==> src/design/tpeb_params.svh <==
// Purpose: Shared constants of the transmit elastic buffer
// Assumes: Included by the package and by every design module
// Notes: Entry layout is {data, keep, last}, last in bit 0
`ifndef TPEB_PARAMS_SVH
`define TPEB_PARAMS_SVH

`define TPEB_DATA_W 64
`define TPEB_KEEP_W 8
`define TPEB_ENTRY_W 73
`define TPEB_FIFO_DEPTH 32
`define TPEB_COUNT_W 6
`define TPEB_LEVEL_W 7

`define TPEB_LAST_BIT 0
`define TPEB_KEEP_LSB 1
`define TPEB_KEEP_MSB 8
`define TPEB_DATA_LSB 9
`define TPEB_DATA_MSB 72

`define TPEB_START_LIMIT 7'h10
`define TPEB_FULL_GUARD 7'h1E
`define TPEB_PIPE_STAGES 2
`define TPEB_PIPE_TAP 2
`define TPEB_STATE_RESET '0

`endif

==> src/design/tpeb_pkg.sv <==
// Purpose: State type of the transmit elastic buffer top module
// Assumes: Widths come from the params header
// Notes: The top module keeps all of its state in this struct; the FIFO and delay pipe declare their own
`include "tpeb_params.svh"

package tpeb_pkg;

    typedef struct packed {
        logic wr_strobe;
        logic [`TPEB_ENTRY_W-1:0] wr_entry;
        logic in_pkt;
        logic ready;
        logic tvalid;
        logic [`TPEB_DATA_W-1:0] tdata;
        logic [`TPEB_KEEP_W-1:0] tkeep;
        logic tlast;
        logic [`TPEB_COUNT_W-1:0] level;
        logic idle;
        logic overflow;
    } tpeb_main_state_t;

endpackage

==> src/design/tpeb_delay_pipe.sv <==
// Purpose: Shift register giving delayed copies of one level
// Assumes: Input comes from logic on the same clock
// Notes: taps[0] is the input itself, taps[i] is it delayed by i cycles
`include "tpeb_params.svh"
`timescale 1ns/1ps
`default_nettype none

module tpeb_delay_pipe #(
    parameter int STAGES = `TPEB_PIPE_STAGES
) (
    // Clock and reset
    input wire logic clk,
    input wire logic sys_rst,
    // Level in, delayed copies out
    input wire logic level_in,
    output logic [STAGES:0] taps
);

    typedef struct packed {
        logic [STAGES:1] sh;
    } tpeb_pipe_state_t;

    tpeb_pipe_state_t st_q;
    tpeb_pipe_state_t st_d;

    assign taps[0] = level_in;

    genvar gi;
    generate
        for (gi = 1; gi <= STAGES; gi++) begin : g_tap
            assign taps[gi] = st_q.sh[gi];
        end
    endgenerate

    always_comb begin
        st_d = st_q;
        st_d.sh = {taps[STAGES-1:0]};
    end

    always_ff @(posedge clk) begin
        if (sys_rst) begin
            st_q <= `TPEB_STATE_RESET;
        end else begin
            st_q <= st_d;
        end
    end

endmodule
`default_nettype wire

==> src/design/tpeb_fifo.sv <==
// Purpose: Synchronous first-word-fall-through FIFO
// Assumes: One clock; writer honours in_ready
// Notes: out_data shows the head word whenever out_valid is high
`include "tpeb_params.svh"
`timescale 1ns/1ps
`default_nettype none

module tpeb_fifo #(
    parameter int WIDTH = `TPEB_ENTRY_W,
    parameter int DEPTH = `TPEB_FIFO_DEPTH
) (
    // Clock and reset
    input wire logic clk,
    input wire logic sys_rst,
    // Fill side
    input wire logic in_valid,
    output logic in_ready,
    input wire logic [WIDTH-1:0] in_data,
    // Drain side
    output logic out_valid,
    input wire logic out_ready,
    output logic [WIDTH-1:0] out_data,
    // Occupancy
    output logic [$clog2(DEPTH):0] count
);

    localparam int AW = $clog2(DEPTH);

    typedef struct packed {
        logic [AW:0] wr_ptr;
        logic [AW:0] rd_ptr;
    } tpeb_fifo_state_t;

    tpeb_fifo_state_t st_q;
    tpeb_fifo_state_t st_d;
    logic [WIDTH-1:0] mem [DEPTH];
    logic do_wr;
    logic do_rd;

    assign count = st_q.wr_ptr - st_q.rd_ptr;
    // Full when pointers differ only in the wrap bit
    assign in_ready = !((st_q.wr_ptr[AW] != st_q.rd_ptr[AW])
                      && (st_q.wr_ptr[AW-1:0] == st_q.rd_ptr[AW-1:0]));
    assign out_valid = (st_q.wr_ptr != st_q.rd_ptr);
    assign out_data = mem[st_q.rd_ptr[AW-1:0]];
    assign do_wr = in_valid && in_ready;
    assign do_rd = out_valid && out_ready;

    always_comb begin
        st_d = st_q;
        if (do_wr) begin
            st_d.wr_ptr = st_q.wr_ptr + 1'b1;
        end
        if (do_rd) begin
            st_d.rd_ptr = st_q.rd_ptr + 1'b1;
        end
    end

    always_ff @(posedge clk) begin
        if (sys_rst) begin
            st_q <= `TPEB_STATE_RESET;
        end else begin
            st_q <= st_d;
        end
    end

    // Storage needs no reset; pointers guard every read
    always_ff @(posedge clk) begin
        if (do_wr) begin
            mem[st_q.wr_ptr[AW-1:0]] <= in_data;
        end
    end

endmodule
`default_nettype wire

==> src/design/tpeb_tx_elastic_buffer.sv <==
// Purpose: Transmit elastic buffer between offload engine and MAC
// Assumes: Everything runs on the MAC transmit clock
// Notes: Packets must fit in the FIFO room left at packet start
//
// Function
// - Buffer outgoing beats in a 32-entry FIFO to ride out MAC pauses.
// - Raise upstream ready only while the FIFO fill is below 16.
// - Start a packet only when the one- and two-cycle ready delay taps are both low.
// - Valid and ready stay high every cycle until the last beat.
// - Pulse the write strobe one clock after each accepted beat.
// - FIFO entries are 73 bits: data, byte keep and last flag.
// - After the last beat, hold upstream ready low for 3 cycles.
// - Read the FIFO as soon as it is no longer empty and tready is high.
// - Present tvalid with the word one cycle after each read.
// - Keep the read strobe low while tready is low.
// - Drop the read strobe in the same cycle the FIFO shows empty.
// - Lower tvalid once the final word has been taken.
// - Both sides are 64-bit streams carrying data, keep and last.
// - Run wholly in the MAC transmit clock domain.
`include "tpeb_params.svh"
`timescale 1ns/1ps
`default_nettype none

module tpeb_tx_elastic_buffer (
    // Clock and reset, MAC transmit domain
    input wire logic clk,
    input wire logic sys_rst,

    // Upstream stream from the offload engine
    input wire logic upstream_valid,
    output logic upstream_ready,
    input wire logic [`TPEB_DATA_W-1:0] upstream_data_word,
    input wire logic [`TPEB_KEEP_W-1:0] upstream_byte_keep,
    input wire logic upstream_last_flag,

    // Downstream stream to the MAC
    output logic m_axis_tvalid,
    input wire logic m_axis_tready,
    output logic [`TPEB_DATA_W-1:0] m_axis_tdata,
    output logic [`TPEB_KEEP_W-1:0] m_axis_tkeep,
    output logic m_axis_tlast,

    // Status
    output logic [`TPEB_COUNT_W-1:0] fifo_fill_count,
    output logic buffer_idle,
    output logic fifo_overflow
);

    tpeb_pkg::tpeb_main_state_t st_q;
    tpeb_pkg::tpeb_main_state_t st_d;

    // FIFO side signals
    logic fifo_in_ready;
    logic fifo_not_empty;
    logic fifo_empty_flag;
    logic fifo_read_strobe;
    logic [`TPEB_ENTRY_W-1:0] fifo_head;
    logic [`TPEB_COUNT_W-1:0] fifo_count;

    // Ready history; bit 0 is the live ready, bit 2 is two cycles old
    logic [`TPEB_PIPE_STAGES:0] ready_delay_pipe;

    // Write side helpers
    logic beat_accept;
    logic last_accept;
    logic [`TPEB_LEVEL_W-1:0] level_eff;
    logic start_ok;

    // Count lags one cycle behind the write strobe, so add it back in
    function automatic logic [`TPEB_LEVEL_W-1:0] eff_level(
        input logic [`TPEB_COUNT_W-1:0] cnt,
        input logic pending
    );
        eff_level = {1'b0, cnt} + {{(`TPEB_LEVEL_W-1){1'b0}}, pending};
    endfunction

    tpeb_fifo #(
        .WIDTH(`TPEB_ENTRY_W),
        .DEPTH(`TPEB_FIFO_DEPTH)
    ) u_fifo (
        .clk(clk),
        .sys_rst(sys_rst),
        .in_valid(st_q.wr_strobe),
        .in_ready(fifo_in_ready),
        .in_data(st_q.wr_entry),
        .out_valid(fifo_not_empty),
        .out_ready(fifo_read_strobe),
        .out_data(fifo_head),
        .count(fifo_count)
    );

    tpeb_delay_pipe #(
        .STAGES(`TPEB_PIPE_STAGES)
    ) u_ready_pipe (
        .clk(clk),
        .sys_rst(sys_rst),
        .level_in(st_q.ready),
        .taps(ready_delay_pipe)
    );

    assign fifo_empty_flag = !fifo_not_empty;

    // Drain only while the MAC is taking words; empty stops it at once
    assign fifo_read_strobe = fifo_not_empty && m_axis_tready;

    assign beat_accept = upstream_valid && st_q.ready;
    assign last_accept = beat_accept && upstream_last_flag;
    assign level_eff = eff_level(fifo_count, st_q.wr_strobe);

    // A fresh packet needs room and a quiet ready history; the nearer tap
    // covers a one-beat packet taken on the very first cycle of ready,
    // which would otherwise leave the far tap low and shorten the gap
    assign start_ok = (level_eff < `TPEB_START_LIMIT)
                      && !ready_delay_pipe[`TPEB_PIPE_TAP-1]
                      && !ready_delay_pipe[`TPEB_PIPE_TAP];

    always_comb begin
        st_d = st_q;

        // Upstream beat capture, stored one clock later
        st_d.wr_strobe = beat_accept;
        if (beat_accept) begin
            st_d.wr_entry = {upstream_data_word, upstream_byte_keep,
                             upstream_last_flag};
        end

        // Packet tracking
        if (last_accept) begin
            st_d.in_pkt = 1'b0;
        end else if (beat_accept) begin
            st_d.in_pkt = 1'b1;
        end

        // Upstream ready
        if (last_accept) begin
            // Falls low; the delay tap then keeps it low for the gap
            st_d.ready = 1'b0;
        end else if (st_q.in_pkt || beat_accept) begin
            // Mid-packet ready must not drop; the guard only trips if a
            // packet outgrows the room that existed at its start
            st_d.ready = (level_eff < `TPEB_FULL_GUARD);
        end else if (st_q.ready) begin
            // Already open and waiting for the next packet's first beat
            st_d.ready = (level_eff < `TPEB_START_LIMIT);
        end else begin
            st_d.ready = start_ok;
        end

        // Downstream presentation
        if (fifo_read_strobe) begin
            st_d.tvalid = 1'b1;
            st_d.tdata = fifo_head[`TPEB_DATA_MSB:`TPEB_DATA_LSB];
            st_d.tkeep = fifo_head[`TPEB_KEEP_MSB:`TPEB_KEEP_LSB];
            st_d.tlast = fifo_head[`TPEB_LAST_BIT];
        end else if (m_axis_tready) begin
            // Word taken and nothing behind it
            st_d.tvalid = 1'b0;
        end
        // With tready low nothing above changes the word

        // Status
        st_d.level = fifo_count;
        st_d.idle = !st_q.in_pkt && fifo_empty_flag && !st_q.tvalid;
        // Sticky: a write into a full FIFO means a packet was too long
        if (st_q.wr_strobe && !fifo_in_ready) begin
            st_d.overflow = 1'b1;
        end
    end

    always_ff @(posedge clk) begin
        if (sys_rst) begin
            st_q <= `TPEB_STATE_RESET;
        end else begin
            st_q <= st_d;
        end
    end

    assign upstream_ready = st_q.ready;
    assign m_axis_tvalid = st_q.tvalid;
    assign m_axis_tdata = st_q.tdata;
    assign m_axis_tkeep = st_q.tkeep;
    assign m_axis_tlast = st_q.tlast;
    assign fifo_fill_count = st_q.level;
    assign buffer_idle = st_q.idle;
    assign fifo_overflow = st_q.overflow;

endmodule
`default_nettype wire

==> config.mk <==
export PLATFORM = sky130hd
export DESIGN_NAME = tpeb_tx_elastic_buffer
export DESIGN_NICKNAME = d
export VERILOG_FILES = /design/src/design/tpeb_pkg.sv /design/src/design/tpeb_delay_pipe.sv /design/src/design/tpeb_fifo.sv /design/src/design/tpeb_tx_elastic_buffer.sv
export VERILOG_INCLUDE_DIRS = /design/src /design/src/design
export SDC_FILE = /design/constraint.sdc
export NUM_CORES = 2
export LEC_CHECK = 0
export BUFFER_PORTS_ARGS = -buffer_cell sky130_fd_sc_hd__buf_2
export CORE_UTILIZATION = 62
export DETAILED_ROUTE_END_ITERATION = 8
export PLACE_DENSITY = 0.83
export SLEW_MARGIN = 25
export SYNTH_ARGS = -nofsm -noshare
export SYNTH_HDL_FRONTEND = slang
export SYNTH_SLANG_ARGS = --single-unit
==> constraint.sdc <==
create_clock -name clk -period 7.81 [get_ports clk]
set_clock_uncertainty 0.05 [all_clocks]
set_input_delay 1.562 -clock clk [delete_from_list [all_inputs] [get_ports clk]]
set_output_delay 1.562 -clock clk [all_outputs]
set_load 0.02 [all_outputs]
==> impl_metrics.yaml <==
timing:
  setup_viol: 0
  timing.final.crit_share: 0.719
  slew_headroom: 0.244
  rsz0062_at_grt: "no"
  finalSetupTns_ns: 0
  hold_violations: 0
  tightest_slew_ns: 1.13
  fmax_mhz: 178
  slew_viol_final: 0
  worst_slack_ns: 2.20
  period_minus_slack_ns: 5.61
synth:
  synth_seq_cells: 2508
  synthArstFlopShare: 0
  ys_warn_count: 0
  synth_area_leaders: "edfxtp_1 (74%), mux4_2 (9.6%), mux2i_1 (4.1%)"
  synthFlopType: "edfxtp_1"
  avgSynthCellArea_um2: 20.2
  synth_top_area_frac: 0.738
  yosysSeqAreaShare: 0.774
  synth_edf_count: 2336
  synth_fp_nets: 4783
  synth_area_leader_cell: "edfxtp_1"
  synth_area_mm2: 0.0950
  syn_inst: 4694
  ys_types: 53
final_layout:
  final_common_cell: "edfxtp_1"
  drive_above_1_share: 0.236
  fillers: 8457
  layout_common_cells: "edfxtp_1 (2336), mux4_2 (406), mux2i_1 (386)"
  layout.nets: 4925
  area_growth_pct: 11.3
  fin_cells: 7070
global_route:
  antenna_found_initial: 5
  overflow: 0
  grt_pass1_vias: 51100
  grt_first_pass_wirelength_um: 355000
  grt_start_max_net_pins: 133
  gr-usage-all-layers: 0.320
placed_design:
  pre_cts_ws_ns: 2.28
  numPortBuffers: 159
  dp_hpwl_um: 123000
  gp_congestion: 0.826
  post-place-cells: 6634
floorplanning:
  die_h_um: 394
  start_util: 0.625
  fp.dieArea_mm2: 0.155
  rows: 143
  core_area_mm2: 0.152
  ios: 160
  die_w_um: 394
outcome:
  status: "completed"
clocking:
  clk_pin_slew_ns: 0.07
  cts_tree: "yes"
  clkLatencyLatePin_ns: 0.89
  htree_levels: 4
  ctsHoldBuffers: 0
  root_buffer: "clkbuf_16"
  cts.path.max_buffers: 3
  postCtsSetupBuffers: 0
  cts_made_buffers: 224
  cts_resized: 0
  cts_sinks: 2508
drt:
  drt_iter0_markers: 8015
  drtAntennaViolNets: 0
  drc: 0
  wire_per_inst_um: 35.4
  num_vias: 50800
  drt_pass1_iterations: 8
  drt_wl_total_um: 250000
  drt-vias-per-instance: 7.18
setup_path:
  cp.arrival_ns: 6.06
  reg2reg_from: "u_fifo.st_q[2]"
  worstPathRequired_ns: 8.26
  r2r_cells: 7
  crit_path_start_kind: "flip-flop"
  r2r-end: "u_fifo.mem[15][27]"
  critPathKind: "reg -> reg"
  endpoint_kind: "flip-flop"
  crit_start: "u_fifo.st_q[2]"
  path_max_fanout: 51
  regToRegSetupSlack_ns: 2.20
power_and_ir_drop:
  vdd_ir_drop_max_uv: 294
  pwr-share-comb: 0.071
  p_leak_nw: 33.2
  p_clk_frac: 0.395
  power.density_mw_per_mm2: 273
  pwr-share-seq: 0.534
  switchingPower_mw: 6.57
  switching_share: 0.228
  power.internal_mw: 22.3
min_path:
  hold_end: "buffer_idle"
  hold_start: "st_q[83]"
  hold_class: "reg -> reg"
  whs_path_depth: 1
job:
  max_cap_violations: 0
[sequential cells by signal (all words and copies together), names as in the netlist]
name               flops
u_fifo.mem          2336
m_axis_tvalid          1
upstream_ready         1
m_axis_tkeep           8
u_fifo.st_q           12
fifo_fill_count        6
m_axis_tlast           1
buffer_idle            1
st_q                  75
m_axis_tdata          64
fifo_overflow          1
u_ready_pipe.st_q      2
[layer usage]
metal / global-route usage / wire length, µm
met1: 0.419 / 84500
met2: 0.506 / 120000
met3: 0.0891 / 33300
met4: 0.144 / 12300
met5: 0 / 53
[through the flow]
step / power, mW / utilization / cell area [µm²] / hold slack (ns)
2_1_floorplan: 17.1 / - / 95000 / 0.348
3_3_place_gp: 17.6 / 0.643 / 97800 / 0.364
3_5_place_dp: 17.7 / 0.644 / 97900 / 0.364
4_1_cts: 28.9 / 0.694 / 106000 / 0.389
5_1_grt: 29.5 / 0.696 / 106000 / 0.413
6_report: 28.9 / 0.696 / 106000 / 0.394
[logic make-up (layout without fill, tap and decap cells)]
group	count (synthesis)	count (layout)	share of synthesized area
AOI/OAI and AO/OA	682	682	0.0524
xor gates and xnor gates	13	13	0.00120
DFF	2508	2508	0.774
buffers and inverters	364	707	0.0199
muxes	792	792	0.137
adders and majority gates	12	12	0.00166
other	0	3	0
and+or+nand+nor	323	323	0.0138
[worst max path at each step]
stage                                     to  slack, ns  depth (start not counted)
final                     u_fifo.mem[15][27]       2.20                          7
after global routing      u_fifo.mem[15][55]       2.12                          7
after CTS                  u_fifo.mem[13][3]       2.15                          6
after detailed placement  u_fifo.mem[13][12]       2.28                          6
after global placement    u_fifo.mem[13][23]       2.43                          6
after floorplan            u_fifo.mem[31][0]       1.55                          9
[synthesized netlist by cell type, types with 3 or more instances]
library cell and instances:
a32oi_1 3, buf_6 12, o22ai_1 44, or3_1 4, o21ai_0 31, edfxtp_1 2336
a22o_1 140, mux4_2 406, and2_1 4, a221oi_1 27, clkbuf_1 153, a2111oi_1 4
xnor2_1 7, nor2_1 63, xor2_1 6, or2_2 3, a22oi_1 55, o221ai_1 69
ha_1 11, a2111oi_2 36, buf_1 26, buf_4 91, dfxtp_1 172, a21oi_1 201
o21ai_1 27, buf_2 72, a31oi_1 29, nor2b_1 7, mux2i_1 386, a32o_1 3
nand2_1 221, a2111oi_0 3, inv_1 8, nand3_1 8
[area by class of cell]
type	instances	area, µm²	share of cell area
repair buffers	270	1960	0.0185
inverters	10	40.0	0.000378
clock buffers	292	6170	0.0583
diodes	3	7.51	0.0000710
flip-flops and latches	2508	73700	0.696
well taps	2030	2540	0.0240
multi-input cells	1822	19900	0.188
clock inverters	135	1480	0.0140
[worst max-delay path, cell delays in order, from the launching register on]
cell and delay (ns):
dfxtp_4 0.98, inv_2 0.74, ha_1 0.66, a31oi_2 0.43, nand2_1 0.61, or2_2 0.55, inv_4 0.39, buf_4 0.74
[power groups by stage]
stage / clock network (mW) / logic (mW) / registers [mW]
after floorplan: 0 / 1.59 / 15.5
after global placement: 0 / 1.94 / 15.7
after detailed placement: 0 / 1.99 / 15.7
after CTS: 11.4 / 2.04 / 15.4
after global routing: 11.9 / 2.15 / 15.4
final: 11.4 / 2.05 / 15.4
Power figures use the tool's default switching activity.
